==> src/eig_pkg.sv <==
package eig_pkg;

  // ****************************************************************
  // Sizes
  // ****************************************************************
  localparam int REQ_N   = 4;
  localparam int GP_N    = 3;
  localparam int SRC_N   = REQ_N + GP_N;
  localparam int EVT_N   = SRC_N + 1;
  localparam int ADDR_W  = 12;
  localparam int DATA_W  = 32;
  localparam int SYNC_N  = 3;

  // ****************************************************************
  // Register offsets
  // ****************************************************************
  localparam logic [11:0] OFS_FCR      = 12'h000;
  localparam logic [11:0] OFS_ISR      = 12'h004;
  localparam logic [11:0] OFS_CTRL     = 12'h008;
  localparam logic [11:0] OFS_INT_STAT = 12'h00c;
  localparam logic [11:0] OFS_INT_MASK = 12'h010;

  // ****************************************************************
  // Field positions
  // ****************************************************************
  localparam int CTRL_LOCK_BIT  = 0;
  localparam int CTRL_SUPER_BIT = 1;
  localparam int EVT_RESET_BIT  = SRC_N;

  // Function control register layout
  typedef struct packed {
    logic [GP_N-1:0]  gp_mask;
    logic [GP_N-1:0]  gp_pol;
    logic [GP_N-1:0]  gp_dir;
    logic [REQ_N-1:0] req_pol;
    logic [REQ_N-1:0] req_mask;
  } eig_fcr_t;

  localparam int FCR_W = $bits(eig_fcr_t);

  // ****************************************************************
  // Reset values
  // ****************************************************************
  localparam eig_fcr_t        FCR_RST      = '{gp_mask: 3'h7, gp_pol: 3'h0, gp_dir: 3'h0,
                                               req_pol: 4'h0, req_mask: 4'hf};
  localparam logic            LOCK_RST     = 1'b1;
  localparam logic            SUPER_RST    = 1'b1;
  localparam logic [EVT_N-1:0] INT_MASK_RST = 8'h00;

endpackage : eig_pkg

==> src/eig_sync.sv <==
`timescale 1ns/1ps

// ****************************************************************
// Three-stage input synchroniser with agreement filter
// ****************************************************************
module eig_sync #(
  parameter int WIDTH = 4
) (
  // Clock and reset
  input  wire logic             mclk,
  input  wire logic             rstn,
  // Raw and clean levels
  input  wire logic [WIDTH-1:0] raw,
  output logic      [WIDTH-1:0] level
);
  import eig_pkg::*;

  logic [WIDTH-1:0] stage1;
  logic [WIDTH-1:0] stage2;
  logic [WIDTH-1:0] stage3;

  // Shift chain, stage1 feeds stage2 only
  always_ff @(posedge mclk) begin
    stage1 <= raw;
    stage2 <= stage1;
    stage3 <= stage2;
  end

  // Level follows only where stage2 and stage3 agree
  always_ff @(posedge mclk) begin
    if (!rstn) begin
      level <= '0;
    end else begin
      for (int i = 0; i < WIDTH; i++) begin
        if (stage2[i] == stage3[i]) begin
          level[i] <= stage3[i];
        end
      end
    end
  end

  AST_SYNC_AGREE: assert property (@(posedge mclk) disable iff (!rstn)
    ((level ^ $past(level)) & (($past(stage2) ^ $past(stage3)) | (level ^ $past(stage3)))) == '0)
    else $error("level changed without stage agreement");

endmodule : eig_sync

==> src/eig_top.sv <==
// Design decisions made here: the placing of the registers and register access over APB.
`timescale 1ns/1ps

// Behaviour
// - Active unmasked request with lock clear raises the interrupt exception
// - Level-select one makes high active, zero makes low active
// - Requests are plain levels, only the status bit stays latched once the pin goes inactive
// - A pin change takes effect no sooner than three clocks later
// - Input status register shows pin levels; masked pins are plain inputs
// - Each general pin direction follows its own direction bit
// - General input pins act as request sources or readable inputs
// - General output pin drives its level-select value, except the first pin when unmasked
// - First and second general pins as outputs never request interrupts
// - First pin output unmasked drives supervisor flag, inverted when select is zero
// - Reset low returns everything but the synchroniser shift chain to initial state
// - Reset release takes a reset exception toward the entry vector
module eig_top (
  // Clock and reset
  input  wire logic                         mclk,
  input  wire logic                         rstn,
  // APB slave
  input  wire logic                         psel,
  input  wire logic                         penable,
  input  wire logic                         pwrite,
  input  wire logic [eig_pkg::ADDR_W-1:0]   paddr,
  input  wire logic [eig_pkg::DATA_W-1:0]   pwdata,
  output logic      [eig_pkg::DATA_W-1:0]   prdata,
  output logic                              pready,
  output logic                              pslverr,
  // External request pins
  input  wire logic [eig_pkg::REQ_N-1:0]    ext_request_pins,
  // General pins, split into in, out and enable
  input  wire logic [eig_pkg::GP_N-1:0]     general_pins_in,
  output logic      [eig_pkg::GP_N-1:0]     general_pins_out,
  output logic      [eig_pkg::GP_N-1:0]     general_pins_oe,
  // Processor side
  output logic                              irq_exception,
  output logic                              reset_exception,
  output logic                              irq
);
  import eig_pkg::*;

  // ****************************************************************
  // State
  // ****************************************************************
  eig_fcr_t         function_control_register;
  logic             lock_flag;
  logic             supervisor_flag;
  logic [EVT_N-1:0] int_stat;
  logic [EVT_N-1:0] int_mask;
  logic [REQ_N-1:0] req_lvl;
  logic [GP_N-1:0]  gp_lvl;
  logic [SRC_N-1:0] src_active;
  logic [SRC_N-1:0] src_prev;
  logic             rst_hold;
  logic [EVT_N-1:0] evt_set;
  logic             wr_en;
  logic             rd_en;
  logic             addr_ok;
  logic [DATA_W-1:0] next_rdata;

  // Address decode shared by read and write paths
  function automatic logic eig_hit(input logic [ADDR_W-1:0] a, input logic [ADDR_W-1:0] ofs);
    eig_hit = (a == ofs);
  endfunction : eig_hit

  // Source is active when its level matches its select and it is unmasked
  function automatic logic eig_req(input logic lvl, input logic pol, input logic mask);
    eig_req = (lvl == pol) && !mask;
  endfunction : eig_req

  // ****************************************************************
  // Input synchronisers
  // ****************************************************************
  eig_sync #(.WIDTH(REQ_N)) u_req_sync (
    .mclk  (mclk),
    .rstn  (rstn),
    .raw   (ext_request_pins),
    .level (req_lvl)
  );

  eig_sync #(.WIDTH(GP_N)) u_gp_sync (
    .mclk  (mclk),
    .rstn  (rstn),
    .raw   (general_pins_in),
    .level (gp_lvl)
  );

  // ****************************************************************
  // Request sources
  // ****************************************************************

  // Per-source active level, outputs on all general pins excluded
  always_comb begin
    for (int i = 0; i < REQ_N; i++) begin
      src_active[i] = eig_req(req_lvl[i], function_control_register.req_pol[i],
                              function_control_register.req_mask[i]);
    end
    for (int j = 0; j < GP_N; j++) begin
      src_active[REQ_N+j] = eig_req(gp_lvl[j], function_control_register.gp_pol[j],
                                    function_control_register.gp_mask[j])
                            && !function_control_register.gp_dir[j];
    end
  end

  // Exception level, registered from live source levels and the lock
  always_ff @(posedge mclk) begin
    if (!rstn) begin
      irq_exception <= 1'b0;
    end else begin
      irq_exception <= (|src_active) && !lock_flag;
    end
  end

  // ****************************************************************
  // General pin drivers
  // ****************************************************************

  // Direction and driven level
  always_ff @(posedge mclk) begin
    if (!rstn) begin
      general_pins_oe  <= '0;
      general_pins_out <= '0;
    end else begin
      general_pins_oe <= function_control_register.gp_dir;
      for (int j = 0; j < GP_N; j++) begin
        general_pins_out[j] <= function_control_register.gp_pol[j];
      end
      if (function_control_register.gp_dir[0] && !function_control_register.gp_mask[0]) begin
        general_pins_out[0] <= function_control_register.gp_pol[0] ? supervisor_flag
                                                                   : !supervisor_flag;
      end
    end
  end

  // ****************************************************************
  // Reset exception
  // ****************************************************************

  // One pulse at the first edge after release
  always_ff @(posedge mclk) begin
    if (!rstn) begin
      rst_hold        <= 1'b1;
      reset_exception <= 1'b0;
    end else begin
      rst_hold        <= 1'b0;
      reset_exception <= rst_hold;
    end
  end

  // ****************************************************************
  // Interrupt status and mask
  // ****************************************************************

  // Events: a source turning active, and the reset exception
  always_comb begin
    evt_set                = '0;
    evt_set[SRC_N-1:0]     = src_active & ~src_prev;
    evt_set[EVT_RESET_BIT] = rst_hold;
  end

  // Previous source state for edge detection
  always_ff @(posedge mclk) begin
    if (!rstn) begin
      src_prev <= '0;
    end else begin
      src_prev <= src_active;
    end
  end

  // Sticky status, set wins over write-one-to-clear
  always_ff @(posedge mclk) begin
    if (!rstn) begin
      int_stat <= '0;
    end else if (wr_en && eig_hit(paddr, OFS_INT_STAT)) begin
      int_stat <= (int_stat & ~pwdata[EVT_N-1:0]) | evt_set;
    end else begin
      int_stat <= int_stat | evt_set;
    end
  end

  // Interrupt line
  always_ff @(posedge mclk) begin
    if (!rstn) begin
      irq <= 1'b0;
    end else begin
      irq <= |(int_stat & int_mask);
    end
  end

  // ****************************************************************
  // APB slave
  // ****************************************************************
  assign wr_en   = psel && penable && pready && pwrite;
  assign rd_en   = psel && penable && !pready && !pwrite;
  assign addr_ok = eig_hit(paddr, OFS_FCR) || eig_hit(paddr, OFS_ISR) ||
                   eig_hit(paddr, OFS_CTRL) || eig_hit(paddr, OFS_INT_STAT) ||
                   eig_hit(paddr, OFS_INT_MASK);

  // Read mux
  always_comb begin
    next_rdata = '0;
    if (eig_hit(paddr, OFS_FCR)) begin
      next_rdata[FCR_W-1:0] = function_control_register;
    end else if (eig_hit(paddr, OFS_ISR)) begin
      next_rdata[SRC_N-1:0] = {gp_lvl, req_lvl};
    end else if (eig_hit(paddr, OFS_CTRL)) begin
      next_rdata[CTRL_LOCK_BIT]  = lock_flag;
      next_rdata[CTRL_SUPER_BIT] = supervisor_flag;
    end else if (eig_hit(paddr, OFS_INT_STAT)) begin
      next_rdata[EVT_N-1:0] = int_stat;
    end else if (eig_hit(paddr, OFS_INT_MASK)) begin
      next_rdata[EVT_N-1:0] = int_mask;
    end
  end

  // Ready one cycle into the access phase
  always_ff @(posedge mclk) begin
    if (!rstn) begin
      pready  <= 1'b0;
      pslverr <= 1'b0;
    end else begin
      pready  <= psel && penable && !pready;
      pslverr <= psel && penable && !pready && !addr_ok;
    end
  end

  // Read data capture
  always_ff @(posedge mclk) begin
    if (!rstn) begin
      prdata <= '0;
    end else if (rd_en) begin
      prdata <= next_rdata;
    end else begin
      prdata <= '0;
    end
  end

  // Configuration registers
  always_ff @(posedge mclk) begin
    if (!rstn) begin
      function_control_register <= FCR_RST;
      lock_flag                 <= LOCK_RST;
      supervisor_flag           <= SUPER_RST;
      int_mask                  <= INT_MASK_RST;
    end else if (wr_en) begin
      if (eig_hit(paddr, OFS_FCR)) begin
        function_control_register <= pwdata[FCR_W-1:0];
      end
      if (eig_hit(paddr, OFS_CTRL)) begin
        lock_flag       <= pwdata[CTRL_LOCK_BIT];
        supervisor_flag <= pwdata[CTRL_SUPER_BIT];
      end
      if (eig_hit(paddr, OFS_INT_MASK)) begin
        int_mask <= pwdata[EVT_N-1:0];
      end
    end
  end

  // ****************************************************************
  // Assertions
  // ****************************************************************
  AST_LOCK_BLOCKS: assert property (@(posedge mclk) disable iff (!rstn)
    lock_flag |=> !irq_exception)
    else $error("exception raised while lock set");

  AST_POL_HIGH: assert property (@(posedge mclk) disable iff (!rstn)
    (!lock_flag && !function_control_register.req_mask[0] &&
     req_lvl[0] == function_control_register.req_pol[0]) |=> irq_exception)
    else $error("selected level did not raise exception");

  AST_NO_LATCH: assert property (@(posedge mclk) disable iff (!rstn)
    (src_active == '0) |=> !irq_exception)
    else $error("exception held with no active source");

  AST_GP_DIR: assert property (@(posedge mclk) disable iff (!rstn)
    ##1 general_pins_oe == $past(function_control_register.gp_dir))
    else $error("pin enable differs from direction bit");

  AST_GP_DRIVE: assert property (@(posedge mclk) disable iff (!rstn)
    function_control_register.gp_dir[2] |=>
      general_pins_out[2] == $past(function_control_register.gp_pol[2]))
    else $error("output pin level differs from select");

  AST_OUT_NO_IRQ: assert property (@(posedge mclk) disable iff (!rstn)
    (function_control_register.gp_dir[1:0] == 2'b11 && src_active[REQ_N-1:0] == '0 &&
     !src_active[REQ_N+2]) |=> !irq_exception)
    else $error("output pin became a request source");

  AST_SUPER_OUT: assert property (@(posedge mclk) disable iff (!rstn)
    (function_control_register.gp_dir[0] && !function_control_register.gp_mask[0]) |=>
      general_pins_out[0] == ($past(function_control_register.gp_pol[0]) ~^ $past(supervisor_flag)))
    else $error("supervisor flag not on first pin");

  AST_RESET_QUIET: assert property (@(posedge mclk)
    !rstn |=> (!irq_exception && !irq && general_pins_oe == '0 && !reset_exception))
    else $error("outputs active during reset");

  AST_RST_EXC: assert property (@(posedge mclk) disable iff (!rstn)
    $rose(rstn) |=> reset_exception ##1 !reset_exception)
    else $error("reset exception not a single pulse");

  AST_STICKY_SET: assert property (@(posedge mclk) disable iff (!rstn)
    evt_set[0] |=> int_stat[0])
    else $error("event lost from status");

  // Pin path latency, measured from the raw pins
  AST_REQ_LATENCY: assert property (@(posedge mclk) disable iff (!rstn)
    ((req_lvl ^ $past(req_lvl)) & (req_lvl ^ $past(ext_request_pins, 4))) == '0)
    else $error("request level moved before three cycles");

  // General input pin as a request source
  AST_GP_IN_REQ: assert property (@(posedge mclk) disable iff (!rstn)
    (!lock_flag && !function_control_register.gp_dir[2] && !function_control_register.gp_mask[2] &&
     gp_lvl[2] == function_control_register.gp_pol[2]) |=> irq_exception)
    else $error("general input did not raise exception");

  AST_GP_DRIVE1: assert property (@(posedge mclk) disable iff (!rstn)
    function_control_register.gp_dir[1] |=>
      general_pins_out[1] == $past(function_control_register.gp_pol[1]))
    else $error("second output pin level differs from select");

  AST_RESET_STAT: assert property (@(posedge mclk) disable iff (!rstn)
    $rose(rstn) |=> int_stat[EVT_RESET_BIT])
    else $error("reset exception not recorded in status");

  // Cover points for the main scenarios
  COV_GP_REQ: cover property (@(posedge mclk) disable iff (!rstn)
    $rose(int_stat[REQ_N]));
  COV_EXC: cover property (@(posedge mclk) disable iff (!rstn)
    !irq_exception ##1 irq_exception);
  COV_SUPER: cover property (@(posedge mclk) disable iff (!rstn)
    function_control_register.gp_dir[0] && !function_control_register.gp_mask[0] && $changed(general_pins_out[0]));
  COV_IRQ: cover property (@(posedge mclk) disable iff (!rstn)
    $rose(irq));
  COV_RST: cover property (@(posedge mclk)
    $rose(reset_exception));

endmodule : eig_top

==> config.mk <==
export PLATFORM = sky130hd
export DESIGN_NAME = eig_top
export DESIGN_NICKNAME = d
export VERILOG_FILES = /design/src/eig_pkg.sv /design/src/eig_sync.sv /design/src/eig_top.sv
export SDC_FILE = /design/constraint.sdc
export NUM_CORES = 1
export LEC_CHECK = 0
export BUFFER_PORTS_ARGS = -buffer_cell sky130_fd_sc_hd__buf_2
export CAP_MARGIN = 15
export CELL_PAD_IN_SITES_DETAIL_PLACEMENT = 1
export CELL_PAD_IN_SITES_GLOBAL_PLACEMENT = 2
export CORE_ASPECT_RATIO = 0.9
export CORE_MARGIN = 2
export CORE_UTILIZATION = 30
export CTS_CLUSTER_SIZE = 28
export DETAILED_ROUTE_END_ITERATION = 10
export PLACE_DENSITY = 0.79
export SLEW_MARGIN = 0
export SYNTH_ARGS = -nofsm -noshare
export SYNTH_HDL_FRONTEND = slang
export SYNTH_SLANG_ARGS = --single-unit
==> constraint.sdc <==
create_clock -name mclk -period 4.9 [get_ports mclk]
set_input_delay 0.49 -clock mclk [delete_from_list [all_inputs] [get_ports mclk]]
set_output_delay 0.49 -clock mclk [all_outputs]
set_load 0.03 [all_outputs]
==> metrics.yaml <==
run_status:
  status: "complete, no violations"
global_routing:
  grt_pass1_wl_mm: 15.53
  grt_max_degree: 49
  overflow: 0
  grt_pass1_vias: 2970
  antenna_found_initial: 0
  track_usage_pct: 15.55
cts:
  cts_tree: "yes"
  cts_sinks: 99
  clock_latency_ns: 0.35
  cts_hold_buf: 0
  cts_htree_levels: 3
  clockRootBuffer: "clkbuf_16"
  clkTransAtPathRegs_ns: 0.07
  cts.repair.resized: 0
  numCtsBuffers: 9
  post-cts-setup-buffers: 0
  cts.path.max_buffers: 2
worst_setup_path:
  worstReg2RegStart: "pready"
  cpPeakStageDelay_ns: 0.77
  cp_top_family: "simple AND/OR/NAND/NOR gates"
  crit_required_ns: 5.15
  cp_max_fo: 48
  end_kind: "flop"
  crit_end: "prdata[1]"
  crit_slowest_cell: "nor2_1"
  path_cells: "buf_2 > buf_4 > nand4b_1 > nor2_1 > nand2_1 > nor3_1"
  worst-path-stages: 6
  cp-start-kind: "primary input"
  path_class: "primary input to flop"
  crit_start: "rstn"
  worstReg2RegEnd: "int_stat[6]"
  critPathBufInv: 2
  cp.arrival_ns: 2.46
  reg2regPathDepth: 4
  r2r_slack_ns: 2.69
route:
  drt-initial-drc-count: 137
  drcViolationCount: 0
  first_pass_iters: 4
  wirelength_mm: 9.574
  wl_per_cell_um: 15.90
  vias: 2864
  vias_per_cell: 4.757
  ant_nets: 0
sta:
  hold_ws_ns: 0.2356
  finalHoldViolations: 0
  min_period_over_period_pct: 45.15
  drv_slew: 0
  rsz0062_at_grt: "false"
  clock_skew_ns: 0.008717
  min_period_ns: 2.212
  finalSetupViolCount: 0
  slew_headroom_pct: 35.41
  tns_ns: 0
  tightest_slew_ns: 0.9653
  clock.fmax_mhz: 452.0
synthesis:
  synth_area_sq_um: 3641
  synthCells: 373
  ys_warn_count: 0
  ys_seq_area_share_pct: 54.43
  yosysTopAreaCell: "dfxtp_1"
  ys_types: 41
  synth_area_leaders: "dfxtp_1, o21ai_0, mux2i_1"
  synth_top_area_share_pct: 54.43
  ys_ff_latch: 99
  synth_area_per_cell_sq_um: 9.761
power:
  switchingPower_w: 0.0003870
  power_frac_clock_pct: 43.0
  swShare_pct: 24.27
  comb_power_share_pct: 5.0
  seqPwrFrac_pct: 52.0
  internal_power_w: 0.001207
  p_leak_nw: 1.857
  pwr_density_cell_nw_per_um2: 365.9
  peakVddDrop_mv: 0.1797
die:
  core_area_sq_um: 11930
  dieArea_sq_um: 13040
  ioPinCount: 99
  die_h_um: 108.5
  die_w_um: 120.1
  rows: 38
  start_util_pct: 30.51
placed_design:
  gp_congestion: 0.7870
  dp_cells: 586
  portBuffers: 68
  hpwlAfterDp_mm: 6.981
hold_path:
  min_path_cells: 1
  worstHoldPathType: "primary input to flop"
finish:
  area.growth.synth_to_final_pct: 19.66
  instances_no_fill: 602
  antennaDiodeCount: 0
  nNetsFinal: 493
  drive_above_1_share_pct: 21.04
run:
  drv_cap: 0
power by group through the flow:
stage	logic, W	clock network, W	registers, W
after floorplan	0.0000534	0	0.000846
after detailed placement	0.0000797	0	0.000848
final	0.0000795	0.000685	0.000829
after global placement	0.0000779	0	0.000847
after global routing	0.0000881	0.000735	0.000831
after CTS	0.0000801	0.000704	0.000830
synthesized netlist by cell type (all sizes together):
cell / count
a211o: 2
nand4b: 1
nor2: 16
inv: 4
a21boi: 8
a32oi: 3
buf: 19
and2: 9
o21a: 8
a21oi: 14
or3: 3
nand3: 16
nor3b: 1
dfxtp: 99
nor4b: 1
or4: 2
nand4bb: 1
a22oi: 4
xnor2: 1
nor2b: 1
clkbuf: 12
o22ai: 3
mux2i: 14
nand2: 36
nand4: 3
or2: 1
conb: 1
nor4: 3
nand2b: 2
and4: 8
nor3: 12
and3: 16
xor2: 7
o31a: 1
o21ai: 40
a41oi: 1
per-layer routing:
metal	up-vias	wire, um	track usage (%)
met5	-	0	0
met4	0	189	4.958
met3	12	516	4.800
met2	67	4475	25.57
met1	1373	4392	19.53
li1	1412	-	-
cells in the final DEF (no fill, tap or decap), types with 4 or more instances in the layout:
master	n
and4_1	8
mux2i_1	14
buf_2	68
o21a_1	8
o21ai_0	40
nand2_1	36
a21oi_1	14
nand3_1	16
nor3_1	11
a21boi_1	5
nor2_1	16
a22oi_1	4
conb_1	15
inv_1	4
and2_1	9
and3_1	16
xor2_1	7
dfxtp_1	99
clkbuf_16	9
metrics by stage:
stage / util [%] / worst slack, ns / power [W] / area, sq um
finish: 36.51 / 2.688 / 0.001594 / 4357
global route: 36.51 / 2.390 / 0.001654 / 4357
CTS: 36.51 / 2.628 / 0.001614 / 4357
detailed placement: 34.10 / 2.288 / 0.0009281 / 4069
global placement: 34.10 / 2.295 / 0.0009251 / 4069
floorplan: - / 3.025 / 0.0008995 / 3694
final cells by class:
| type | count | area (sq um) |
|---|---|---|
| clock buffer | 10 | 239.0 |
| timing repair buffer | 70 | 355.3 |
| inverter | 4 | 15.01 |
| multi-input combinational | 253 | 1516 |
| tap | 160 | 200.2 |
| sequential | 99 | 1982 |
| clock inverter | 6 | 48.80 |
| fill | 1396 | 7577 |
registers in the layout (all words and copies together) (netlist names), 4 cells and up:
signal                     flops
int_stat                       8
u_req_sync.stage1              4
u_req_sync.stage3              4
int_mask                       8
u_req_sync.level               4
prdata                        17
src_prev                       7
u_req_sync.stage2              4
function_control_register     17
logic make-up after synthesis:
logic type / share of synthesized area [%]
AO/OA/AOI/OAI: 13.75
buffers and inverters: 5.533
flip-flops: 54.43
XOR/XNOR: 1.924
multiplexers: 3.849
AND/OR/NAND/NOR: 20.41
other: 0.1030
worst min-delay path by stage:
stage / end / slack (ns) / startpoint
finish: u_gp_sync.stage1[1] / 0.24 / general_pins_in[1]
global route: u_gp_sync.stage1[0] / 0.23 / general_pins_in[0]
CTS: u_req_sync.stage1[3] / 0.22 / ext_request_pins[3]
detailed placement: u_req_sync.stage2[1] / 0.31 / u_req_sync.stage1[1]
global placement: u_req_sync.stage2[1] / 0.31 / u_req_sync.stage1[1]
floorplan: u_gp_sync.stage2[0] / 0.31 / u_gp_sync.stage1[0]
No activity file was read; power rests on OpenSTA's default activity.
